`config.mk`:
```
export PLATFORM = sky130hd
export DESIGN_NAME = lcd_display_command_decoder
export DESIGN_NICKNAME = d
export VERILOG_FILES = /design/src/lcd_display_command_decoder.v
export VERILOG_INCLUDE_DIRS = /design/src
export SDC_FILE = /design/constraint.sdc
export NUM_CORES = 1
export LEC_CHECK = 0
export ABC_AREA = 1
export BUFFER_PORTS_ARGS = -buffer_cell sky130_fd_sc_hd__clkbuf_2
export CAP_MARGIN = 0
export CELL_PAD_IN_SITES_DETAIL_PLACEMENT = 1
export CELL_PAD_IN_SITES_GLOBAL_PLACEMENT = 1
export CORE_MARGIN = 1.5
export CORE_UTILIZATION = 40
export CTS_CLUSTER_SIZE = 16
export DETAILED_ROUTE_END_ITERATION = 8
export GPL_TIMING_DRIVEN = 0
export PLACE_DENSITY_LB_ADDON = 0.1
export SLEW_MARGIN = 20
export SYNTH_ARGS = -nofsm -noshare
export SYNTH_HDL_FRONTEND = slang
export SYNTH_SLANG_ARGS = --single-unit
```
`constraint.sdc`:
```
create_clock -name clk -period 2.1 [get_ports clk]
set_input_delay 0.105 -clock clk [delete_from_list [all_inputs] [get_ports clk]]
set_output_delay 0.105 -clock clk [all_outputs]
set_load 0.02 [all_outputs]
```
`src/lcd_cmd_consts.vh`:
```
`ifndef LCD_CMD_CONSTS_VH
`define LCD_CMD_CONSTS_VH
// Avalon register word addresses (byte address / 4).
`define REG_CMD_ADDR      4'h0
`define REG_DATA_ADDR     4'h1
`define REG_STATUS_ADDR   4'h2
`define REG_DISPLAY_ADDR  4'h3
`define REG_SCROLL_ADDR   4'h4
`define REG_MODE_ADDR     4'h5
`define REG_PIXEL_ADDR    4'h6
// Opcode patterns (command byte, upper bits compared under mask).
`define OP_PAGE           8'hB0
`define OP_COL_HI         8'h10
`define OP_COL_LO         8'h00
`define OP_MOD_SET        8'hE0
`define OP_MOD_CLR        8'hEE
`define OP_DISP           8'hAE
`define OP_START_LINE     8'h40
`define OP_FIRST_ROW      8'h44
`define OP_PARTIAL        8'h48
`define OP_NLINE          8'h4C
`define OP_NLINE_REL      8'hE4
`define OP_REVERSE        8'hA6
`define OP_ALL_DARK       8'hA4
`define OP_POWER          8'h28
// Limits and reset values.
`define COL_LAST          8'h9F
`define RATIO_MIN         8'h10
`define RATIO_MAX         8'h80
`define RATIO_CAP_MODE1   8'h64
`define RESET_RATIO       8'h80
`define GRAY_DARK         4'hF
`endif

```
`src/lcd_display_command_decoder.v`:
```
// Overview of operation
// - Column advances after each data write and each read outside modify-read
// - Column built from high and low nibbles
// - Modify-read stops read increment only
// - Leaving modify-read restores saved column
// - Display off overrides all-dark and reverse
// - Commands still execute while display off
// - Two-byte command sets start line
// - Two-byte command sets first common row
// - Partial ratio 16 to 128, else ignored
// - Symbol row shifts ratio range up one
// - Inversion code gives frame or n+2 lines
// - Release command returns frame inversion
// - Reverse maps gray g to 15-g
// - All-dark forces every pixel dark
// - All-dark wins over reverse
// - Three power bits enable three circuits
// - Write increment wraps column to zero
// - Page command loads pages 0 to 15
//
// Chosen here: the placing of the registers and the Avalon-MM slave port.
`timescale 1ns/1ps
`default_nettype none
`include "lcd_cmd_consts.vh"
module lcd_display_command_decoder (
  input  wire        clk,
  input  wire        reset_n,
  input  wire [3:0]  avs_address,
  input  wire        avs_read,
  input  wire        avs_write,
  input  wire [31:0] avs_writedata,
  output reg  [31:0] avs_readdata,
  output reg         avs_waitrequest,
  input  wire        symbol_row,
  input  wire        duty_mode1,
  input  wire [3:0]  ram_gray,
  output reg  [3:0]  pixel_gray,
  output reg         panel_enable,
  output reg  [7:0]  column_index,
  output reg  [3:0]  page_index,
  output reg  [6:0]  start_line_value,
  output reg  [6:0]  first_row_value,
  output reg  [7:0]  partial_ratio_value,
  output reg  [4:0]  inversion_code,
  output reg         converter_enable,
  output reg         regulator_enable,
  output reg         follower_enable,
  output reg         data_wr_pulse,
  output reg         data_rd_pulse
);

  // One-hot record of which parameter byte the next command write is.
  localparam [4:0] P_NONE  = 5'b00001;
  localparam [4:0] P_START = 5'b00010;
  localparam [4:0] P_ROW   = 5'b00100;
  localparam [4:0] P_RATIO = 5'b01000;
  localparam [4:0] P_NLINE = 5'b10000;

  // Mode latches and the pending-parameter state.
  reg [4:0] param_q;
  reg       modify_q;
  reg [7:0] saved_col_q;
  reg       display_on_q;
  reg       reverse_gray_bit;
  reg       force_all_dark_bit;
  reg [7:0] wdata;
  reg       access_q;

  // The strap pair and the RAM gray code cross from outside the clock domain.
  reg [1:0] sym_s1_q;
  reg [1:0] sym_s2_q;
  reg [3:0] gray_s1_q;
  reg [3:0] gray_s2_q;

  // Column increment with wrap after the last column.
  // A column set past the last one also wraps, so it never runs away.
  function [7:0] next_col;
    input [7:0] c;
    begin
      if (c >= `COL_LAST) begin
        next_col = 8'h00;
      end else begin
        next_col = c + 8'h01;
      end
    end
  endfunction

  // Ratio acceptance window, shifted up by one with the symbol row.
  // The cap for mode 1 is applied by the caller, not here.
  function ratio_ok;
    input [7:0] v;
    input       sym;
    begin
      if (sym) begin
        ratio_ok = (v >= `RATIO_MIN + 8'h01) && (v <= `RATIO_MAX + 8'h01);
      end else begin
        ratio_ok = (v >= `RATIO_MIN) && (v <= `RATIO_MAX);
      end
    end
  endfunction

  // Only the low byte of a bus word carries a command or parameter.
  always @* begin
    wdata = avs_writedata[7:0];
  end

  // Two-stage synchronisers for the strap-like inputs and RAM gray code.
  // Only the second stage is read, as the first may still be settling.
  always @(posedge clk or negedge reset_n) begin
    if (!reset_n) begin
      sym_s1_q  <= 2'b00;
      sym_s2_q  <= 2'b00;
      gray_s1_q <= 4'h0;
      gray_s2_q <= 4'h0;
    end else begin
      sym_s1_q  <= {duty_mode1, symbol_row};
      sym_s2_q  <= sym_s1_q;
      gray_s1_q <= ram_gray;
      gray_s2_q <= gray_s1_q;
    end
  end

  // Avalon slave: every access waits exactly one cycle, then completes.
  // The fixed wait state gives read data a cycle to be registered,
  // at the cost of two edges per access.
  always @(posedge clk or negedge reset_n) begin
    if (!reset_n) begin
      access_q        <= 1'b0;
      avs_waitrequest <= 1'b1;
    end else if ((avs_read || avs_write) && !access_q) begin
      access_q        <= 1'b1;
      avs_waitrequest <= 1'b0;
    end else begin
      access_q        <= 1'b0;
      avs_waitrequest <= 1'b1;
    end
  end

  // Command interpreter and data-port address counter.
  always @(posedge clk or negedge reset_n) begin
    if (!reset_n) begin
      param_q             <= P_NONE;
      modify_q            <= 1'b0;
      saved_col_q         <= 8'h00;
      display_on_q        <= 1'b0;
      reverse_gray_bit    <= 1'b0;
      force_all_dark_bit  <= 1'b0;
      column_index        <= 8'h00;
      page_index          <= 4'h0;
      start_line_value    <= 7'h00;
      first_row_value     <= 7'h00;
      partial_ratio_value <= `RESET_RATIO;
      inversion_code      <= 5'h00;
      converter_enable    <= 1'b0;
      regulator_enable    <= 1'b0;
      follower_enable     <= 1'b0;
      data_wr_pulse       <= 1'b0;
      data_rd_pulse       <= 1'b0;
      avs_readdata        <= 32'h0000_0000;
    end else begin
      // Strobes idle low and are raised for one cycle below.
      data_wr_pulse <= 1'b0;
      data_rd_pulse <= 1'b0;
      if (access_q && avs_write) begin
        if (avs_address == `REG_CMD_ADDR) begin
          if (param_q != P_NONE) begin
            param_q <= P_NONE;
            case (param_q)
              P_START: begin
                start_line_value <= wdata[6:0];
              end
              P_ROW: begin
                first_row_value <= wdata[6:0];
              end
              P_RATIO: begin
                if (ratio_ok(wdata, sym_s2_q[0])) begin
                  if (sym_s2_q[1] && wdata > `RATIO_CAP_MODE1) begin
                    partial_ratio_value <= `RATIO_CAP_MODE1;
                  end else begin
                    partial_ratio_value <= wdata;
                  end
                end
              end
              P_NLINE: begin
                inversion_code <= wdata[4:0];
              end
              default: begin
                // Unreachable with one-hot codes; falls back to idle.
                param_q <= P_NONE;
              end
            endcase
          end else if ((wdata & 8'hF0) == `OP_PAGE) begin
            page_index <= wdata[3:0];
          end else if ((wdata & 8'hF0) == `OP_COL_HI) begin
            column_index <= {wdata[3:0], column_index[3:0]};
          end else if ((wdata & 8'hF0) == `OP_COL_LO) begin
            column_index <= {column_index[7:4], wdata[3:0]};
          end else if (wdata == `OP_MOD_SET) begin
            // enter modify-read
            // Re-entering takes a fresh snapshot of the column.
            modify_q    <= 1'b1;
            saved_col_q <= column_index;
          end else if (wdata == `OP_MOD_CLR) begin
            if (modify_q) column_index <= saved_col_q;
            modify_q <= 1'b0;
          end else if ((wdata & 8'hFE) == `OP_DISP) begin
            display_on_q <= wdata[0];
          end else if ((wdata & 8'hFC) == `OP_START_LINE) begin
            param_q <= P_START;
          end else if ((wdata & 8'hFC) == `OP_FIRST_ROW) begin
            param_q <= P_ROW;
          end else if ((wdata & 8'hFC) == `OP_PARTIAL) begin
            param_q <= P_RATIO;
          end else if ((wdata & 8'hFC) == `OP_NLINE) begin
            param_q <= P_NLINE;
          end else if (wdata == `OP_NLINE_REL) begin
            inversion_code <= 5'h00;
          end else if ((wdata & 8'hFE) == `OP_REVERSE) begin
            reverse_gray_bit <= wdata[0];
          end else if ((wdata & 8'hFE) == `OP_ALL_DARK) begin
            force_all_dark_bit <= wdata[0];
          end else if ((wdata & 8'hF8) == `OP_POWER) begin
            converter_enable <= wdata[2];
            regulator_enable <= wdata[1];
            follower_enable  <= wdata[0];
          end
        end else if (avs_address == `REG_DATA_ADDR) begin
          column_index  <= next_col(column_index);
          data_wr_pulse <= 1'b1;
        end
      end
      // Read data is loaded as waitrequest drops, so it already stands at
      // the edge where the master samples waitrequest low.
      if (avs_read && !access_q) begin
        if (avs_address == `REG_STATUS_ADDR) begin
          avs_readdata <= {26'h0, param_q[4], |param_q[3:1],
                           modify_q, force_all_dark_bit,
                           reverse_gray_bit, display_on_q};
        end else if (avs_address == `REG_DISPLAY_ADDR) begin
          avs_readdata <= {12'h0, page_index, 8'h0, column_index};
        end else if (avs_address == `REG_SCROLL_ADDR) begin
          avs_readdata <= {1'b0, first_row_value, 1'b0, start_line_value,
                           partial_ratio_value, 3'h0, inversion_code};
        end else if (avs_address == `REG_MODE_ADDR) begin
          avs_readdata <= {29'h0, converter_enable, regulator_enable,
                           follower_enable};
        end else if (avs_address == `REG_PIXEL_ADDR) begin
          avs_readdata <= {28'h0, pixel_gray};
        end else begin
          // The data port has no RAM behind it here, so it reads as zero.
          avs_readdata <= 32'h0000_0000;
        end
      end
      // Data-port read side effects land on the completing edge.
      if (access_q && avs_read && avs_address == `REG_DATA_ADDR) begin
        data_rd_pulse <= 1'b1;
        if (!modify_q) column_index <= next_col(column_index);
      end
    end
  end

  // Pixel mapping: display-off blanks, all-dark wins over reverse.
  // A register here keeps the panel outputs free of decode glitches.
  always @(posedge clk or negedge reset_n) begin
    if (!reset_n) begin
      pixel_gray   <= 4'h0;
      panel_enable <= 1'b0;
    end else begin
      panel_enable <= display_on_q;
      if (!display_on_q) begin
        pixel_gray <= 4'h0;
      end else if (force_all_dark_bit) begin
        pixel_gray <= `GRAY_DARK;
      end else if (reverse_gray_bit) begin
        pixel_gray <= `GRAY_DARK - gray_s2_q;
      end else begin
        pixel_gray <= gray_s2_q;
      end
    end
  end

endmodule // lcd_display_command_decoder
`default_nettype wire

```
==> flow_summary.ini <==
[timing]
finalSetupTns_ns = 0
relSlewSlack_pct = 62.84
final-max-slew-violation-count = 0
hold_viol_final = 0
fmax_mhz = 526.6
setup_slack_ns = 0.2011
finalCritPeriodShare_pct = 90.42
clock_skew_ns = 0.01040
holdWs_ns = 0.04168
period_needed_ns = 1.899
worst-slew-pin-transition_ns = 0.5574
setup_viol = 0
rsz0062_at_grt = false

[clock_network]
cts.sinks = 110
numCtsBuffers = 9
cts_tree = built
clkLatencyLatePin_ns = 0.36
path_clk_slew_ns = 0.08
cts_max_level = 3
ctsRootBufferMaster = clkbuf_16
clk_path_buf_depth = 2

[global_route]
grt-ovfl-total = 0
grt_pass1_vias = 5337
grt_pass1_wl_um = 28690
grt_max_degree = 79
grt_use_total_pct = 25.74
antenna_found_initial = 0

[run_status]
status = complete, no violations

[worst_setup_path]
worst-path-buf-inv = 2
cp_slowest_cell = dfrtp_1
r2r_setup_slack_ns = 0.20
crit_type = flip-flop to flip-flop
critPathLaunchType = flip-flop
cpPeakStageDelay_ns = 0.39
crit_cells = 6
r2r_end = first_row_value[0]
rr_worst_depth = 6
r2r_start = access_q
worst-endpoint-arrival_ns = 2.15
cp_data_required_time_ns = 2.35
crit_fanout = 10
crit_start = access_q
end_kind = flip-flop
crit_path_end = first_row_value[0]
cp_top_family = simple AND/OR/NAND/NOR gates
worstPathCellList = nand2_2, nor2_4, buf_6, nand3_1, clkbuf_1, o21ai_0

[pwr]
comb_power_share_pct = 21.7
leakagePower_uw = 0.003508
power_switching_uw = 1786
pwr-share-seq_pct = 45.3
clockPowerShare_pct = 33.0
ir_worst_vdd_mv = 0.5408
p_int_uw = 3472
p_per_area_mw_per_mm2 = 781.9
netSwitchingFraction_pct = 33.97

[final_layout]
final_common_cell = nand2_1
final_cell_area_mm2 = 0.006724
final_cell_mix = nand2_1 (202), dfrtp_1 (105), clkbuf_2 (101), nand3_1 (58)
drive_above_1_share_pct = 25.03
n_fill_cell = 1699
nets = 845
antenna_cells = 0
syn2layout_area_growth_pct = 20.82

[route]
dr.first_iter.drc_count = 270
vias = 5195
first_pass_iters = 5
wirelength_um = 17730
viasPerCell = 5.306
drtAntennaViolNets = 0
route.detailed.drc = 0
wl_per_cell_um = 18.11

[placement]
place_ws_ns = 0.1456
dpl.hpwl_um = 13280
placed_area_mm2 = 0.006326
place.gp.congestion = 0.8750
port_buffers = 100

[yosys]
seq_area_frac_synth_pct = 49.53
synth_fa_ha_area_share_pct = 0.2248
synth_edf_count = 0
ys.flop_type = dfrtp_1
async_flop_share_pct = 100.0
synth_top_family_by_area = simple AND/OR/NAND/NOR gates
synth_seq_cells = 110
yosys_warnings = 0
synth_area_per_cell_um2 = 8.233
netlist_area_mm2 = 0.005565
post_synth_mux_area_share_pct = 0
yosys.area_share.xor_xnor_pct = 0.7869
synth_compound_area_share_pct = 13.85
ys_types = 47
yosys.area_share.simple_pct = 29.02
syn_inst = 676

[hold_path]
hold_path.class = primary input to flip-flop

[floorplanning]
io_pins = 128
dieArea_mm2 = 0.01463
die-width_um = 121.0
initial_core_util_pct = 41.53
die_h_um = 121.0
rows = 42
core-area_mm2 = 0.01340

[flow_run]
maxCapViolations = 0
-- cells in the mapped netlist, types with 2 or more instances --
cell | count | area (µm²)
nand2_1 | 204 | 765.7
dfrtp_1 | 107 | 2678
nand3_1 | 58 | 290.3
inv_1 | 45 | 168.9
o21ai_0 | 45 | 225.2
a21oi_1 | 35 | 175.2
nor2_1 | 33 | 123.9
o21ai_2 | 15 | 131.4
inv_2 | 12 | 45.04
nand2_2 | 11 | 68.82
clkbuf_1 | 9 | 33.78
nand4_1 | 9 | 56.30
nor3_1 | 9 | 45.04
nor2_4 | 7 | 78.83
o31ai_1 | 7 | 52.55
nor2_2 | 6 | 37.54
a31oi_1 | 5 | 31.28
xor2_1 | 5 | 43.79
a21o_1 | 4 | 30.03
buf_2 | 4 | 20.02
buf_6 | 4 | 45.04
nand3_2 | 4 | 40.04
buf_4 | 3 | 22.52
dfstp_2 | 3 | 78.83
nand2_4 | 3 | 33.78
o22ai_1 | 3 | 18.77
a21boi_1 | 2 | 15.01
clkbuf_2 | 2 | 10.01
o211ai_1 | 2 | 15.01
o21a_1 | 2 | 15.01
o21bai_1 | 2 | 15.01
-- routing by layer --
metal  share of wire [%]  wire length, µm  vias up  track usage [%]
li1                    -                -     2459                -
met1                  47             8343     2587            35.67
met3                 4.5              793       19            5.216
met2                  47             8302      130            41.55
met4                 1.6              286        0            6.250
met5                   0                0        -                0
-- state kept, by name, indices dropped and copies added, names as in the netlist, 5 cells and up --
| signal | cells |
|---|---|
| avs_readdata | 30 |
| column_index | 8 |
| first_row_value | 7 |
| inversion_code | 5 |
| param_q | 5 |
| partial_ratio_value | 8 |
| saved_col_q | 8 |
| start_line_value | 7 |
-- power groups by stage --
stage | clock (µW) | combinational [µW] | sequential, µW
after floorplan | 0 | 610 | 2490
after global placement | 0 | 1060 | 2410
after detailed placement | 0 | 1110 | 2420
after CTS | 1770 | 1130 | 2380
after global routing | 1850 | 1260 | 2400
final | 1730 | 1140 | 2380
-- worst register-to-register path, cell delays in order, from the launching register on --
cell	delay (ns)
dfrtp_1	0.39
nand2_2	0.18
nor2_4	0.19
buf_6	0.17
nand3_1	0.26
clkbuf_1	0.30
o21ai_0	0.30
-- area by class of cell --
| class | instances | area, µm² | area share [%] |
|---|---|---|---|
| multi-input cells | 485 | 2455 | 36.51 |
| repair buffers | 110 | 626.9 | 9.323 |
| clock inverters | 5 | 47.55 | 0.7071 |
| well taps | 176 | 220.2 | 3.275 |
| inverters | 60 | 231.5 | 3.443 |
| flip-flops and latches | 110 | 2759 | 41.03 |
| plain buffers | 22 | 131.4 | 1.954 |
| clock buffers | 11 | 252.7 | 3.759 |
-- timing repair --
item | in CTS | in global routing
endpoints found under the hold margin | 39 | 0
setup buffers | 0 | 0
gates resized for setup | 0 | 4
hold buffers | 9 | 0
setup endpoints to repair | 0 | 11
-- metrics by stage --
stage	util, %	cells	power [µW]
floorplan	-	677	3097
global placement	46.94	953	3477
detailed placement	47.21	954	3527
CTS	50.12	979	5282
global route	50.18	979	5516
finish	50.18	979	5258
-- cell families (layout without fill, tap and decap cells) --
| group | after synthesis | after routing |
|---|---|---|
| buffers and inverters | 82 | 208 |
| other | 1 | 2 |
| adders and majority gates | 1 | 1 |
| xor gates and xnor gates | 5 | 5 |
| and+or+nand+nor | 349 | 349 |
| AOI/OAI and AO/OA | 128 | 128 |
| DFF | 110 | 110 |
-- worst min path at each step --
| stage | start | endpoint | slack [ns] | depth (start not counted) |
|---|---|---|---|---|
| 6_report | avs_read | data_rd_pulse | 0.04 | 3 |
| 5_1_grt | avs_read | data_rd_pulse | 0.04 | 3 |
| 4_1_cts | avs_read | access_q | 0.02 | 3 |
| 3_5_place_dp | reset_n | avs_readdata[26] | 0.02 | 1 |
| 3_3_place_gp | ram_gray[3] | gray_s1_q[3] | 0.21 | 1 |
| 2_1_floorplan | reset_n | access_q | -0.19 | 0 |
Power figures use the tool's default switching activity.
